File: src/lps_pkg.sv
`default_nettype none

package lps_pkg;

  // ***************************************************************
  // Register offsets
  // ***************************************************************
  localparam logic [7:0] ADDR_PROTECTION_CONTROL = 8'hC3;
  localparam logic [7:0] ADDR_LINK_PROTECT_STATUS = 8'hC4;
  localparam logic [7:0] ADDR_PROTECT_IRQ_CONTROL = 8'hC6;
  localparam logic [7:0] ADDR_PROTECT_IRQ_STATUS = 8'hC7;

  // ***************************************************************
  // Reset values
  // ***************************************************************
  localparam logic [7:0] RST_LINK_PROTECT_STATUS = 8'h00;
  localparam logic [7:0] RST_PROTECT_IRQ_CONTROL = 8'h00;
  localparam logic [7:0] RST_PROTECT_IRQ_STATUS = 8'h00;
  localparam logic [7:0] RST_PROTECTION_CONTROL = 8'h00;

  // ***************************************************************
  // Status register fields
  // ***************************************************************
  localparam int STS_LINK_ERROR = 7;
  localparam int STS_REMOTE_IRQ_N = 6;
  localparam int STS_LOCK = 5;
  localparam int STS_HOTPLUG = 4;
  localparam int STS_PRESENT = 3;
  localparam int STS_KEY_LIST_READY = 2;
  localparam int STS_KEY_VECTOR_READY = 1;
  localparam int STS_AUTHENTICATED = 0;

  // ***************************************************************
  // Interrupt control and status fields (same positions)
  // ***************************************************************
  localparam int IRQ_INDIRECT_DONE = 7;
  localparam int IRQ_PRESENT = 6;
  localparam int IRQ_DOWNSTREAM = 5;
  localparam int IRQ_KEY_LIST = 4;
  localparam int IRQ_KEY_VECTOR = 3;
  localparam int IRQ_AUTH_FAIL = 2;
  localparam int IRQ_AUTH_PASS = 1;
  localparam int IRQ_GLOBAL = 0;

  // ***************************************************************
  // Control register fields
  // ***************************************************************
  localparam int CTL_KEY_LIST_ACCEPTED = 5;
  localparam int CTL_KEY_ACCEPTED = 4;
  localparam int CTL_ENABLE_RESTART = 0;

  // One-cycle event strobes from the authentication engine
  typedef struct packed {
    logic link_error;
    logic hotplug;
    logic key_list_loaded;
    logic key_vector_loaded;
    logic auth_pass;
    logic auth_fail;
    logic indirect_done;
  } lps_events_s;

  // Levels reported by the link
  typedef struct packed {
    logic remote_irq_input_n;
    logic downstream_lock;
    logic receiver_present;
    logic is_repeater;
    logic present_needs_lock;
  } lps_levels_s;

  // Register access port of the serial control bus
  typedef struct packed {
    logic [7:0] addr;
    logic wr;
    logic rd;
    logic [7:0] wdata;
  } lps_reg_req_s;

endpackage : lps_pkg

`default_nettype wire

File: src/lps_edge.sv
`default_nettype none

// Rising edge detector on already synchronous levels
module lps_edge #(
  parameter int WIDTH = 1
) (
  input wire logic i_clk,
  input wire logic i_rst_n,
  input wire logic [WIDTH-1:0] i_level,
  output logic [WIDTH-1:0] o_rise
);

  logic [WIDTH-1:0] prev;

  always_ff @(posedge i_clk or negedge i_rst_n) begin
    if (!i_rst_n) begin
      prev <= '0;
    end else begin
      prev <= i_level;
    end
  end

  assign o_rise = i_level & ~prev;

endmodule : lps_edge

`default_nettype wire

File: src/lps_status_irq.sv
`default_nettype none

// What this block does
// - Link error sticky, cleared by status read
// - Bit 6 mirrors remote interrupt, active low
// - Bit 5 mirrors downstream lock
// - Hot plug sticky, cleared by status read
// - Bit 3 mirrors receiver present
// - List ready stalls until list accepted
// - Key ready stalls non-repeater; accept/fail clear
// - Authenticated clears on loss or restart
// - Enable bit 7: indirect access done
// - Enable bit 6: receiver present, optionally lock
// - Enable bit 5: downstream interrupt propagation
// - Enable bits 4,3: list, key ready
// - Enable bit 2: auth failure or loss
// - Enable bit 1: auth pass
// - Enable bit 0 gates interrupt output
// - Pending bits mirror enable positions
// - Summary bit: any enabled event pending
// - Write 1 starts/restarts; read shows enabled
module lps_status_irq (
  input wire logic i_clk,
  input wire logic i_rst_n,
  input wire lps_pkg::lps_reg_req_s i_reg,
  output logic [7:0] o_reg_rdata,
  input wire lps_pkg::lps_events_s i_evt,
  input wire lps_pkg::lps_levels_s i_lvl,
  output logic o_auth_start,
  output logic o_auth_enabled,
  output logic o_key_accepted,
  output logic o_key_list_accepted,
  output logic o_key_stall,
  output logic o_key_list_stall,
  output logic o_irq
);

  // ***************************************************************
  // Register decode
  // ***************************************************************
  logic wr_ctl;
  logic wr_icr;
  logic rd_sts;
  logic rd_isr;

  assign wr_ctl =
    i_reg.wr && (i_reg.addr == lps_pkg::ADDR_PROTECTION_CONTROL);
  assign wr_icr =
    i_reg.wr && (i_reg.addr == lps_pkg::ADDR_PROTECT_IRQ_CONTROL);
  assign rd_sts =
    i_reg.rd && (i_reg.addr == lps_pkg::ADDR_LINK_PROTECT_STATUS);
  assign rd_isr =
    i_reg.rd && (i_reg.addr == lps_pkg::ADDR_PROTECT_IRQ_STATUS);

  logic restart;
  logic list_accept_wr;
  logic key_accept_wr;

  assign restart = wr_ctl && i_reg.wdata[lps_pkg::CTL_ENABLE_RESTART];
  assign list_accept_wr =
    wr_ctl && i_reg.wdata[lps_pkg::CTL_KEY_LIST_ACCEPTED];
  assign key_accept_wr = wr_ctl && i_reg.wdata[lps_pkg::CTL_KEY_ACCEPTED];

  // ***************************************************************
  // Control bits
  // ***************************************************************
  logic enabled;
  logic key_accepted;

  // Writing 0 leaves enable alone; nothing here turns it off again
  always_ff @(posedge i_clk or negedge i_rst_n) begin
    if (!i_rst_n) begin
      enabled <= lps_pkg::RST_PROTECTION_CONTROL[lps_pkg::CTL_ENABLE_RESTART];
    end else if (restart) begin
      enabled <= 1'b1;
    end
  end

  // Cleared when the next key vector arrives; a fresh load beats a write
  always_ff @(posedge i_clk or negedge i_rst_n) begin
    if (!i_rst_n) begin
      key_accepted <=
        lps_pkg::RST_PROTECTION_CONTROL[lps_pkg::CTL_KEY_ACCEPTED];
    end else if (i_evt.key_vector_loaded) begin
      key_accepted <= 1'b0;
    end else if (key_accept_wr) begin
      key_accepted <= 1'b1;
    end
  end

  always_ff @(posedge i_clk or negedge i_rst_n) begin
    if (!i_rst_n) begin
      o_auth_start <= 1'b0;
    end else begin
      o_auth_start <= restart;
    end
  end

  always_ff @(posedge i_clk or negedge i_rst_n) begin
    if (!i_rst_n) begin
      o_key_list_accepted <= 1'b0;
    end else begin
      o_key_list_accepted <= list_accept_wr;
    end
  end

  assign o_auth_enabled = enabled;
  assign o_key_accepted = key_accepted;

  // ***************************************************************
  // Status flags
  // ***************************************************************
  // Each flag is a cell of its own, so every clear source stays visible
  logic link_error_flag;
  logic downstream_hotplug_flag;
  logic key_list_ready;
  logic key_vector_ready;
  logic authenticated_flag;
  logic key_vector_clr;
  logic authenticated_clr;

  assign key_vector_clr = key_accept_wr || i_evt.auth_fail;
  assign authenticated_clr = i_evt.auth_fail || restart;

  lps_sticky #(
    .WIDTH(1)
  ) u_link_error (
    .i_clk(i_clk),
    .i_rst_n(i_rst_n),
    .i_set(i_evt.link_error),
    .i_clr(rd_sts),
    .o_flag(link_error_flag)
  );

  lps_sticky #(
    .WIDTH(1)
  ) u_hotplug (
    .i_clk(i_clk),
    .i_rst_n(i_rst_n),
    .i_set(i_evt.hotplug),
    .i_clr(rd_sts),
    .o_flag(downstream_hotplug_flag)
  );

  lps_sticky #(
    .WIDTH(1)
  ) u_key_list (
    .i_clk(i_clk),
    .i_rst_n(i_rst_n),
    .i_set(i_evt.key_list_loaded),
    .i_clr(list_accept_wr),
    .o_flag(key_list_ready)
  );

  lps_sticky #(
    .WIDTH(1)
  ) u_key_vector (
    .i_clk(i_clk),
    .i_rst_n(i_rst_n),
    .i_set(i_evt.key_vector_loaded),
    .i_clr(key_vector_clr),
    .o_flag(key_vector_ready)
  );

  lps_sticky #(
    .WIDTH(1)
  ) u_authenticated (
    .i_clk(i_clk),
    .i_rst_n(i_rst_n),
    .i_set(i_evt.auth_pass),
    .i_clr(authenticated_clr),
    .o_flag(authenticated_flag)
  );

  // Authentication engine holds while list ready, or key ready on a non-repeater, is set
  assign o_key_list_stall = key_list_ready;
  assign o_key_stall = key_vector_ready && !i_lvl.is_repeater;

  logic [7:0] status;

  always_comb begin
    status = lps_pkg::RST_LINK_PROTECT_STATUS;
    status[lps_pkg::STS_LINK_ERROR] = link_error_flag;
    status[lps_pkg::STS_REMOTE_IRQ_N] = i_lvl.remote_irq_input_n;
    status[lps_pkg::STS_LOCK] = i_lvl.downstream_lock;
    status[lps_pkg::STS_HOTPLUG] = downstream_hotplug_flag;
    status[lps_pkg::STS_PRESENT] = i_lvl.receiver_present;
    status[lps_pkg::STS_KEY_LIST_READY] = key_list_ready;
    status[lps_pkg::STS_KEY_VECTOR_READY] = key_vector_ready;
    status[lps_pkg::STS_AUTHENTICATED] = authenticated_flag;
  end

  // ***************************************************************
  // Interrupt events
  // ***************************************************************
  // Presence may be qualified by lock, so the edge is taken after that
  logic present_qual;
  logic remote_irq_active;
  logic present_rise;
  logic remote_irq_rise;

  assign present_qual = i_lvl.receiver_present &&
    (!i_lvl.present_needs_lock || i_lvl.downstream_lock);
  // Active high copy, so a falling input level becomes an event
  assign remote_irq_active = !i_lvl.remote_irq_input_n;

  lps_edge #(
    .WIDTH(1)
  ) u_present_edge (
    .i_clk(i_clk),
    .i_rst_n(i_rst_n),
    .i_level(present_qual),
    .o_rise(present_rise)
  );

  lps_edge #(
    .WIDTH(1)
  ) u_remote_irq_edge (
    .i_clk(i_clk),
    .i_rst_n(i_rst_n),
    .i_level(remote_irq_active),
    .o_rise(remote_irq_rise)
  );

  logic [7:0] icr;

  always_ff @(posedge i_clk or negedge i_rst_n) begin
    if (!i_rst_n) begin
      icr <= lps_pkg::RST_PROTECT_IRQ_CONTROL;
    end else if (wr_icr) begin
      icr <= i_reg.wdata;
    end
  end

  logic [7:1] irq_set;

  always_comb begin
    irq_set = '0;
    irq_set[lps_pkg::IRQ_INDIRECT_DONE] = i_evt.indirect_done;
    irq_set[lps_pkg::IRQ_PRESENT] = present_rise;
    irq_set[lps_pkg::IRQ_DOWNSTREAM] = remote_irq_rise;
    irq_set[lps_pkg::IRQ_KEY_LIST] = i_evt.key_list_loaded;
    irq_set[lps_pkg::IRQ_KEY_VECTOR] = i_evt.key_vector_loaded;
    irq_set[lps_pkg::IRQ_AUTH_FAIL] = i_evt.auth_fail;
    irq_set[lps_pkg::IRQ_AUTH_PASS] = i_evt.auth_pass;
  end

  // Pending bits latch regardless of enable so software can poll them
  logic [7:1] pending;

  lps_sticky #(
    .WIDTH(7)
  ) u_pend (
    .i_clk(i_clk),
    .i_rst_n(i_rst_n),
    .i_set(irq_set),
    .i_clr({7{rd_isr}}),
    .o_flag(pending)
  );

  logic summary;

  assign summary = |(pending & icr[7:1]);
  assign o_irq = icr[lps_pkg::IRQ_GLOBAL] && summary;

  // ***************************************************************
  // Read data
  // ***************************************************************
  logic [7:0] next_rdata;

  always_comb begin
    next_rdata = 8'h00;
    case (i_reg.addr)
      lps_pkg::ADDR_PROTECTION_CONTROL: begin
        next_rdata[lps_pkg::CTL_ENABLE_RESTART] = enabled;
        next_rdata[lps_pkg::CTL_KEY_ACCEPTED] = key_accepted;
      end
      lps_pkg::ADDR_LINK_PROTECT_STATUS: begin
        next_rdata = status;
      end
      lps_pkg::ADDR_PROTECT_IRQ_CONTROL: begin
        next_rdata = icr;
      end
      lps_pkg::ADDR_PROTECT_IRQ_STATUS: begin
        next_rdata = {pending, summary};
      end
      default: begin
        next_rdata = 8'h00;
      end
    endcase
  end

  always_ff @(posedge i_clk or negedge i_rst_n) begin
    if (!i_rst_n) begin
      o_reg_rdata <= 8'h00;
    end else if (i_reg.rd) begin
      o_reg_rdata <= next_rdata;
    end
  end

endmodule : lps_status_irq

`default_nettype wire

File: src/lps_sticky.sv
`default_nettype none

// Sticky flags: a set in the same cycle as a clear wins
module lps_sticky #(
  parameter int WIDTH = 1
) (
  input wire logic i_clk,
  input wire logic i_rst_n,
  input wire logic [WIDTH-1:0] i_set,
  input wire logic [WIDTH-1:0] i_clr,
  output logic [WIDTH-1:0] o_flag
);

  always_ff @(posedge i_clk or negedge i_rst_n) begin
    if (!i_rst_n) begin
      o_flag <= '0;
    end else begin
      o_flag <= i_set | (o_flag & ~i_clr);
    end
  end

endmodule : lps_sticky

`default_nettype wire
File: config.mk
export PLATFORM = sky130hd
export DESIGN_NAME = lps_status_irq
export DESIGN_NICKNAME = d
export VERILOG_FILES = /design/src/lps_pkg.sv /design/src/lps_edge.sv /design/src/lps_status_irq.sv /design/src/lps_sticky.sv
export SDC_FILE = /design/constraint.sdc
export NUM_CORES = 1
export LEC_CHECK = 0
export BUFFER_PORTS_ARGS = -buffer_cell sky130_fd_sc_hd__buf_2
export CAP_MARGIN = 40
export CORE_AREA = 2 2 66 68
export CTS_BUF_LIST = sky130_fd_sc_hd__clkbuf_8 sky130_fd_sc_hd__clkbuf_16
export CTS_CLUSTER_DIAMETER = 30
export DETAILED_ROUTE_END_ITERATION = 6
export DIE_AREA = 0 0 68 70
export REMOVE_ABC_BUFFERS = 1
export SLEW_MARGIN = 20
export SYNTH_ARGS = -nofsm -noshare
export SYNTH_HDL_FRONTEND = slang
export SYNTH_SLANG_ARGS = --single-unit
File: constraint.sdc
create_clock -name i_clk -period 2.2 [get_ports i_clk]
set_clock_uncertainty 0.05 [all_clocks]
set_input_delay 0.11 -clock i_clk [delete_from_list [all_inputs] [get_ports i_clk]]
set_output_delay 0.11 -clock i_clk [all_outputs]
set_load 0.01 [all_outputs]
==> results of run 1 <==
worst paths after layout:
path,to,slack (ps),start
min in group asynchronous,o_reg_rdata[4]$_DFFE_PN0P_,370,i_rst_n
worst max register to register,o_reg_rdata[0]$_DFFE_PN0P_,690,icr[5]$_DFFE_PN0P_
max in group asynchronous,u_pend.o_flag[0]$_DFF_PN0_,1250,i_rst_n
worst min-delay path,icr[6]$_DFFE_PN0P_,10,i_reg[6]
worst min register to register,u_pend.o_flag[4]$_DFF_PN0_,380,u_remote_irq_edge.prev$_DFF_PN0_
worst max-delay path,o_irq,510,icr[5]$_DFFE_PN0P_
Yosys cell counts, types with 2 or more instances:
cell and count:
dfrtp_1 34, a22oi_1 8, nand2b_1 4, inv_1 16
clkbuf_1 3, o22ai_1 8, a21oi_1 3, nor2_1 4
a31o_2 2, mux2_2 14, a21o_1 8, nand3_1 4
nand2_1 6, mux2i_1 2, nand3b_1 2
final cells by class:
cell class | instances | area, µm² | share of cell area
clock buffers | 6 | 82.58 | 0.04084
well taps | 52 | 65.06 | 0.03218
multi-input cells | 80 | 624.3 | 0.3088
repair buffers | 56 | 330.3 | 0.1634
inverters | 16 | 60.06 | 0.02970
flip-flops and latches | 34 | 850.8 | 0.4208
clock inverters | 2 | 8.758 | 0.004332
cell families after synthesis:
group / count (synthesis)
DFF: 34
buffers and inverters: 22
AOI/OAI and AO/OA: 36
and+or+nand+nor: 28
muxes: 16
metal layers:
| metal | global-route usage | vias to the layer above | wire (µm) |
|---|---|---|---|
| li1 | - | 600 | - |
| met1 | 0.2234 | 606 | 1575 |
| met2 | 0.2837 | 34 | 1873 |
| met3 | 0.03543 | 5 | 157 |
| met4 | 0.08000 | 0 | 64 |
| met5 | 0 | - | 0 |
power groups by stage:
stage / Combinational (W) / Sequential, W / Clock [W]
2_1_floorplan: 0.0000506 / 0.000657 / 0
3_3_place_gp: 0.000115 / 0.000658 / 0
3_5_place_dp: 0.000117 / 0.000659 / 0
4_1_cts: 0.000132 / 0.000647 / 0.000475
5_1_grt: 0.000143 / 0.000649 / 0.000505
6_report: 0.000129 / 0.000647 / 0.000461
per-stage QoR:
stage          hold slack [ps]    util  area (µm²)
3_5_place_dp             172.3  0.4417        1831
3_3_place_gp             160.5  0.4417        1831
2_1_floorplan           -235.6       -        1535
6_report                 12.09  0.4879        2022
4_1_cts                  10.98  0.4879        2022
5_1_grt                  13.74  0.4879        2022
what timing repair did:
| item | 4_1_cts | 5_1_grt |
|---|---|---|
| hold buffers | 10 | 0 |
| hold endpoints to repair | 48 | 0 |
| endpoints found under the setup margin | 0 | 0 |
registers in the layout, indices dropped and copies added (netlist names):
name	flops
u_key_vector.o_flag	1
o_reg_rdata	8
o_auth_start	1
u_link_error.o_flag	1
u_hotplug.o_flag	1
o_key_accepted	1
o_key_list_accepted	1
o_auth_enabled	1
u_present_edge.prev	1
u_remote_irq_edge.prev	1
icr	8
u_pend.o_flag	7
u_authenticated.o_flag	1
u_key_list.o_flag	1
==> flow_metrics.tcl, run 1 <==
set metrics [dict create \
    place_inst 228 \
    start_util 0.3786 \
    cpPeakStageDelay_ps 390 \
    drc 0 \
    reg2regPathDepth 4 \
    cap_violations 0 \
    cts.sinks 34 \
    path_clk_slew_ps 60 \
    synth-simple-area-share 0.1164 \
    finalWorstSetupSlack_ps 510.3 \
    hp-class "in2reg" \
    post-cts-setup-buffer-count 0 \
    ys_seq_area_frac 0.5423 \
    yosys_warnings 0 \
    power_w 0.001238 \
    clk_latency_ps 280 \
    grt_overflow 0 \
    cp_num_cells 4 \
    final_cell_mix "buf_2, dfrtp_1, inv_1" \
    die_area_um2 4760 \
    synth_area_leader_cell "dfrtp_1" \
    sequentialPowerShare 0.523 \
    num_io_pins 47 \
    grt_max_degree 35 \
    crit_family "flip-flops" \
    synth_mux_area_frac 0.1132 \
    vdd_ir_drop_max_uv 374.0 \
    die_y_um 70 \
    portBuffers 46 \
    path_cells "a222oi_1 > nand3_1 > and2_1 > buf_2" \
    fin_nets 225 \
    synth_top_family_by_area "compound AO/OA/AOI/OAI gates" \
    setup_viol 0 \
    cp.arrival_ps 1530 \
    status "finished, final reports clean" \
    syn_area_um2 1569 \
    synth_xor_area_frac 0 \
    dr.pass1.iters 4 \
    wirelength_mm 3.671 \
    final_common_cell "buf_2" \
    syn_to_final_growth_pct 28.87 \
    grt_pass1_vias 1322 \
    cp_num_buf_inv 1 \
    dp_hpwl_mm 2.776 \
    ant_nets 0 \
    hold_viol 0 \
    p_leak_nw 0.9470 \
    period_share 0.7680 \
    rows 24 \
    cts_buffers 5 \
    crit_path_top_delay_cell "dfrtp_1" \
    grt_pass1_wl_mm 6.175 \
    vias 1245 \
    htreeDepth 2 \
    cp-start-kind "flip-flop" \
    crit_fanout 3 \
    max_freq_ghz 0.5918 \
    worst_slew_pin_slew_ps 729.9 \
    p_sw_w 0.0002854 \
    cts-root-buf "clkbuf_8" \
    fillers 418 \
    synthFlopType "dfrtp_1" \
    synth_compound_area_frac 0.1683 \
    grt.total_usage 0.1761 \
    hold_path_depth 2 \
    die_w_um 68 \
    cts_tree "done" \
    drive_above_1_share 0.3763 \
    gp_congestion 0.7863 \
    viasPerCell 5.061 \
    yosys-top-cells-area "dfrtp_1, mux2_2, a21o_1" \
    pwr-share-comb 0.105 \
    synth_adder_area_share 0 \
    postSynth.asyncResetShare 1.000 \
    power.share.clock 0.372 \
    rsz0062_at_grt "false" \
    setup_tns_ps 0 \
    synth_edf_count 0 \
    cts_resized 0 \
    synth_top_area_share 0.5423 \
    wl_per_cell_um 14.92 \
    clockBufferDepth 2 \
    synth_area_per_cell_um2 11.54 \
    maxSlewViolCount 0 \
    synth.distinct_cells 33 \
    drtIter0Drc 79 \
    grt_antenna_before_repair 0 \
    dp_slack_ps 425.7 \
    power_density_nw_per_um2 612.0 \
    end_kind "primary output" \
    post_layout_nonfiller_instances 246 \
    p_int_w 0.0009521 \
    swShare 0.2306 \
    cp.required_ps 2040 \
    slew_headroom 0.5134 \
    path_class "reg2out" \
    coreArea_um2 4144 \
    synth_cells 136 \
    period_needed_ps 1690 \
    synth.ff_latch_count 34 \
    antenna_cells 0 \
]
No activity file was read; power rests on OpenSTA's default activity.
==> inputs of run 2 (changes only) <==
--- a/config.mk
+++ b/config.mk
@@ -5,13 +5,14 @@
 export SDC_FILE = /design/constraint.sdc
 export NUM_CORES = 1
 export LEC_CHECK = 0
+export ABC_AREA = 1
 export BUFFER_PORTS_ARGS = -buffer_cell sky130_fd_sc_hd__buf_2
 export CAP_MARGIN = 40
-export CORE_AREA = 2 2 66 68
+export CORE_AREA = 2 2 68 70
 export CTS_BUF_LIST = sky130_fd_sc_hd__clkbuf_8 sky130_fd_sc_hd__clkbuf_16
 export CTS_CLUSTER_DIAMETER = 30
 export DETAILED_ROUTE_END_ITERATION = 6
-export DIE_AREA = 0 0 68 70
+export DIE_AREA = 0 0 70 72
 export REMOVE_ABC_BUFFERS = 1
 export SLEW_MARGIN = 20
 export SYNTH_ARGS = -nofsm -noshare
==> constraint.sdc (replaced) <==
create_clock -name i_clk -period 1.7 [get_ports i_clk]
set_clock_uncertainty 0.05 [all_clocks]
set_input_delay 0.085 -clock i_clk [delete_from_list [all_inputs] [get_ports i_clk]]
set_output_delay 0.085 -clock i_clk [all_outputs]
set_load 0.01 [all_outputs]
==> run 2 against run 1 <==
  * Routed wire length rose by 9.8%
  * Critical path depth rose by 1
  * Largest cell class unchanged
  * Non-clock buffer count rose by 10
  * Core utilization rose by 3.1 points
  * Via count rose by 23%
  * Largest power group unchanged
  * Die area rose by 5.9%
  * Sequential share of layout area fell by 3.6 points
==> flow_metrics.tcl, run 2 <==
set metrics [dict create \
    die_area_um2 5040 \
    grt_antenna_before_repair 0 \
    cts_buffers 5 \
    largestRegisters "icr x8, o_reg_rdata x8, u_pend.o_flag x7" \
    wirelength_mm 4.031 \
    syn_to_final_growth_pct 33.66 \
    final_cell_mix "nand2_1, buf_2, inv_1" \
    grt_max_degree 35 \
    cts_resized 0 \
    synthFlopType "dfrtp_1" \
    postSynth.asyncResetShare 1.000 \
    p_int_w 0.001243 \
    grt_pass1_wl_mm 6.955 \
    clockBufferDepth 2 \
    syn_area_um2 1654 \
    synth_common_cells "nand2_1, inv_1, dfrtp_1" \
    path_clk_slew_ps 70 \
    dpl_cell_area_um2 1942 \
    setup_tns_ps 0 \
    portBuffers 46 \
    clk_latency_ps 280 \
    drive_above_1_share 0.2482 \
    final_common_cell "nand2_1" \
    yosys_warnings 0 \
    power_density_nw_per_um2 747.5 \
    ys_seq_area_frac 0.5144 \
    reg2reg_from "icr[7]$_DFFE_PN0P_" \
    p_leak_nw 1.281 \
    antenna_cells 0 \
    cp.arrival_ps 1200 \
    period_share 0.7858 \
    die_y_um 72 \
    cap_violations 0 \
    power.share.clock 0.374 \
    ant_nets 0 \
    status "finished, final reports clean" \
    period_needed_ps 1336 \
    wl_per_cell_um 12.22 \
    reg2regPathDepth 8 \
    grt_overflow 0 \
    swShare 0.2479 \
    synth_top_area_share 0.5144 \
    grt_pass1_vias 1546 \
    setup_viol 0 \
    vias 1531 \
    sequentialPowerShare 0.517 \
    worst_slew_pin_slew_ps 431.2 \
    max_freq_ghz 0.7486 \
    dp_hpwl_mm 2.899 \
    htreeDepth 2 \
    pwr-share-comb 0.109 \
    end_kind "primary output" \
    synth.distinct_cells 24 \
    coreArea_um2 4264 \
    gp_congestion 0.7568 \
    hp-class "in2reg" \
    viasPerCell 4.639 \
    rows 24 \
    die_w_um 70 \
    synth_area_per_cell_um2 7.914 \
    drtIter0Drc 57 \
    hold_path_depth 3 \
    cts.sinks 34 \
    vdd_ir_drop_max_uv 467.1 \
    cts-root-buf "clkbuf_8" \
    synth_cells 209 \
    slew_headroom 0.7103 \
    final_area_um2 2211 \
    path_class "reg2out" \
    cp-startpoint "icr[7]$_DFFE_PN0P_" \
    synth.ff_latch_count 34 \
    p_sw_w 0.0004097 \
    fin_nets 309 \
    fillers 432 \
    cp.required_ps 1560 \
    min_from "i_reg[5]" \
    drc 0 \
    yosys-top-cells-area "dfrtp_1, nand2_1, inv_1" \
    num_io_pins 47 \
    synth_edf_count 0 \
    grt.total_usage 0.1774 \
    dr.pass1.iters 4 \
    synth_area_leader_cell "dfrtp_1" \
    crit_fanout 3 \
    synth_most_common_cell "nand2_1" \
    hold_viol 0 \
    start_util 0.3879 \
    maxSlewViolCount 0 \
    cp-start-kind "flip-flop" \
    rsz0062_at_grt "false" \
    cts_tree "done" \
    power_w 0.001653 \
]
==> run 2: cell count changes in the layout (fill, tap and decap cells not counted), sizes merged, moves of 8 or more <==
cell   change
o21ai     +15
nor2       +8
a21o       -8
nand2     +64
a22oi      -8
mux2      -14
inv       +20
nand3     +18
==> run 2: logic make-up (layout without fill, tap and decap cells) <==
logic type,count (synthesis),count (layout),synth area share
DFF,34,34,0.5144
buffers and inverters,41,110,0.1044
AOI/OAI and AO/OA,24,24,0.08851
and+or+nand+nor,110,110,0.2927
==> run 2: layer usage <==
layer  GRT usage  vias to the layer above  wire (µm)
met5           0                        -          0
met4     0.06410                        0         58
met3     0.04167                        5        174
met2      0.3048                       34       1880
met1      0.2204                      713       1918
li1            -                      779          -
==> run 2: cell type report <==
cell class,instances,area (µm²),share of cell area
flip-flops and latches,34,850.8,0.3848
multi-input cells,134,630.6,0.2852
repair buffers,66,437.9,0.1981
inverters,36,135.1,0.06112
clock buffers,6,82.58,0.03735
well taps,52,65.06,0.02943
clock inverters,2,8.758,0.003962
==> run 2: repair_timing <==
action,4_1_cts,5_1_grt
endpoints found under the hold margin,53,0
setup buffers,0,0
hold buffers,15,0
==> run 2: critical path: stages (launching register included) <==
cell,delay (ps)
dfrtp_1,410
nand2_1,70
nand2_1,50
nor2_1,140
a21oi_1,100
buf_2,150
==> run 2: path summary, 6_finish.rpt <==
path                                                       to  slack (ps)
worst max register to register     o_reg_rdata[0]$_DFFE_PN0P_         490
worst max-delay path                                    o_irq         360
worst min register to register     u_pend.o_flag[4]$_DFF_PN0_         390
max in group asynchronous       u_present_edge.prev$_DFF_PN0_         960
min in group asynchronous          o_key_accepted$_DFFE_PN0P_         210
worst min-delay path            o_key_list_accepted$_DFF_PN0_           8
==> run 2: power groups by stage <==
stage               Combinational [W]  Sequential [W]  Clock [W]
finish                       0.000181        0.000854   0.000618
global route                 0.000207        0.000857   0.000672
CTS                          0.000175        0.000854   0.000636
detailed placement           0.000148        0.000869          0
global placement             0.000146        0.000869          0
floorplan                   0.0000668        0.000864          0
==> run 2: metrics by stage <==
| step | setup WS (ps) | util | cells | hold WS (ps) |
|---|---|---|---|---|
| floorplan | 360.0 | - | 204 | -260.6 |
| global placement | 326.3 | 0.4554 | 306 | 150.4 |
| detailed placement | 326.7 | 0.4554 | 306 | 160.5 |
| CTS | 353.7 | 0.5120 | 329 | 0.8110 |
| global route | 297.3 | 0.5185 | 330 | 25.19 |
| finish | 364.2 | 0.5185 | 330 | 7.755 |
==> inputs of run 3 (changes only) <==
==> constraint.sdc (replaced) <==
create_clock -name i_clk -period 1.1 [get_ports i_clk]
set_clock_uncertainty 0.05 [all_clocks]
set_input_delay 0.055 -clock i_clk [delete_from_list [all_inputs] [get_ports i_clk]]
set_output_delay 0.055 -clock i_clk [all_outputs]
set_load 0.01 [all_outputs]
==> run 3 against run 2 <==
  * The run now ends with hold timing, setup timing left
  * Total power rose by 56%
  * Cell count rose by 10%
  * Global-route usage rose by 0.10 points
  * Register-to-register slack got worse by 640 ps
  * Core utilization rose by 6.8 points
  * Sequential share of layout area fell by 4.5 points
  * Non-clock buffer count rose by 35
  * Clock power rose by 47%
  * Final area rose by 13%
  * Worst setup slack got worse by 600 ps
  * Flip-flop and latch count did not move
  * Critical path type unchanged
  * Largest cell class unchanged
==> flow_metrics.tcl, run 3 (synthesis gave the netlist of run 2 again) <==
set metrics [dict create \
    status "finished, violations left" \
    violations "hold timing, setup timing" \
    slew_headroom 0.8150 \
    max_freq_ghz 0.7486 \
    sequentialPowerShare 0.508 \
    final_common_cell "nand2_1" \
    p_sw_w 0.0006183 \
    portBuffers 46 \
    cp-start-kind "flip-flop" \
    vias 1632 \
    fillers 411 \
    power_w 0.002581 \
    cts.sinks 34 \
    gp_congestion 0.8111 \
    end_kind "primary output" \
    grt_overflow 0 \
    final_area_um2 2502 \
    dr.pass1.iters 6 \
    cts_tree "done" \
    power.share.clock 0.352 \
    syn_to_final_growth_pct 51.29 \
    period_needed_ps 1336 \
    grt_pass1_wl_mm 6.969 \
    reg2reg_setup_slack_ps -150 \
    coreArea_um2 4264 \
    grt_max_degree 35 \
    rows 24 \
    largestRegisters "icr x8, o_reg_rdata x8, u_pend.o_flag x7" \
    hp-class "in2reg" \
    wl_per_cell_um 11.54 \
    num_io_pins 47 \
    cp-endpoint "o_irq" \
    path_class "reg2out" \
    dp_hpwl_mm 3.131 \
    antenna_cells 0 \
    clk_latency_ps 280 \
    viasPerCell 4.496 \
    period_share 1.214 \
    drive_above_1_share 0.3441 \
    die_area_um2 5040 \
    finalWorstSetupSlack_ps -235.9 \
    path_clk_slew_ps 60 \
    swShare 0.2395 \
    clockBufferDepth 2 \
    rsz0062_at_grt "true" \
    start_util 0.3879 \
    crit_fanout 2 \
    dp_slack_ps -86.69 \
    wirelength_mm 4.188 \
    grt_pass1_vias 1588 \
    cp-startpoint "icr[1]$_DFFE_PN0P_" \
    hold_ws_ps -1.408 \
    p_leak_nw 1.440 \
    vdd_ir_drop_max_uv 785.7 \
    reg2reg_from "icr[7]$_DFFE_PN0P_" \
    worst_slew_pin_slew_ps 277.2 \
    cap_violations 0 \
    reg2regPathDepth 9 \
    power_density_nw_per_um2 1032 \
    drc 0 \
    hold_viol 1 \
    cp.arrival_ps 1230 \
    maxSlewViolCount 0 \
    p_int_w 0.001963 \
    htreeDepth 2 \
    dpl_cell_area_um2 2207 \
    cp.required_ps 1000 \
    pwr-share-comb 0.140 \
    ant_nets 0 \
    die_w_um 70 \
    grt.total_usage 0.1785 \
    drtIter0Drc 43 \
    cts-root-buf "clkbuf_8" \
    fin_util 0.5869 \
    die_y_um 72 \
    setup_viol 2 \
    grt_antenna_before_repair 0 \
    rr_endpoint "o_reg_rdata[0]$_DFFE_PN0P_" \
    cts_buffers 5 \
    final_cell_mix "nand2_1, buf_2, inv_1, buf_4, dfrtp_1" \
    fin_nets 344 \
]
==> run 3: cell count changes in the layout (fill, tap and decap cells not counted), sizes merged <==
cell / change
inv: -1
buf: +34
dlygate4sd3: +1
clkinv: -1
==> run 3: worst min-delay path by stage <==
stage / from / endpoint / cells after the start
finish: i_reg[5] / o_key_list_accepted$_DFF_PN0_ / 3
detailed placement: i_rst_n / u_key_vector.o_flag$_DFF_PN0_ / 2
global placement: i_rst_n / u_key_vector.o_flag$_DFF_PN0_ / 2
floorplan: i_rst_n / icr[0]$_DFFE_PN0P_ / 0
CTS: i_lvl[3] / u_present_edge.prev$_DFF_PN0_ / 3
global route: i_reg[9] / o_auth_start$_DFF_PN0_ / 3
==> run 3: critical path, stage by stage, from the launching register on <==
cell and delay [ps]:
dfrtp_1 380, nand2_1 70, nand2_1 60, nor2_2 120
buf_4 130, a21oi_4 50, buf_2 130
==> run 3: power by group through the flow <==
| stage | registers [W] | clock network, W | logic [W] |
|---|---|---|---|
| 2_1_floorplan | 0.00134 | 0 | 0.000103 |
| 3_3_place_gp | 0.00133 | 0 | 0.000301 |
| 3_5_place_dp | 0.00133 | 0 | 0.000304 |
| 4_1_cts | 0.00131 | 0.000933 | 0.000354 |
| 5_1_grt | 0.00131 | 0.000977 | 0.000403 |
| 6_report | 0.00131 | 0.000909 | 0.000362 |
==> run 3: layout make-up <==
cell class,instances,area [µm²],share of cell area
Sequential cell,34,850.8,0.3400
Timing Repair Buffer,101,711.9,0.2845
Multi-Input combinational cell,134,656.9,0.2625
Inverter,36,135.1,0.05400
Clock buffer,6,82.58,0.03300
Tap cell,52,65.06,0.02600
==> run 3: what timing repair did <==
item                       in CTS  in global routing
buffers inserted                1                  2
hold endpoints to repair       54                  0
cloned                          0                  0
setup endpoints to repair       2                  2
hold buffers                   16                  0
gates resized for setup         3                  5
pin swaps                       1                  4
==> run 3: per-layer routing <==
layer	up-vias	GRT usage	part of all wire
li1	852	-	-
met1	736	0.2207	0.47
met2	42	0.3101	0.47
met3	2	0.04722	0.056
met4	0	0.05128	0.0069
met5	-	0	0
==> run 3: metrics by stage <==
step	instances	TNS [ps]
detailed placement	338	-944.3
CTS	361	-334.1
global route	363	-583.5
floorplan	204	-1190
global placement	338	-576.5
finish	363	-382.3
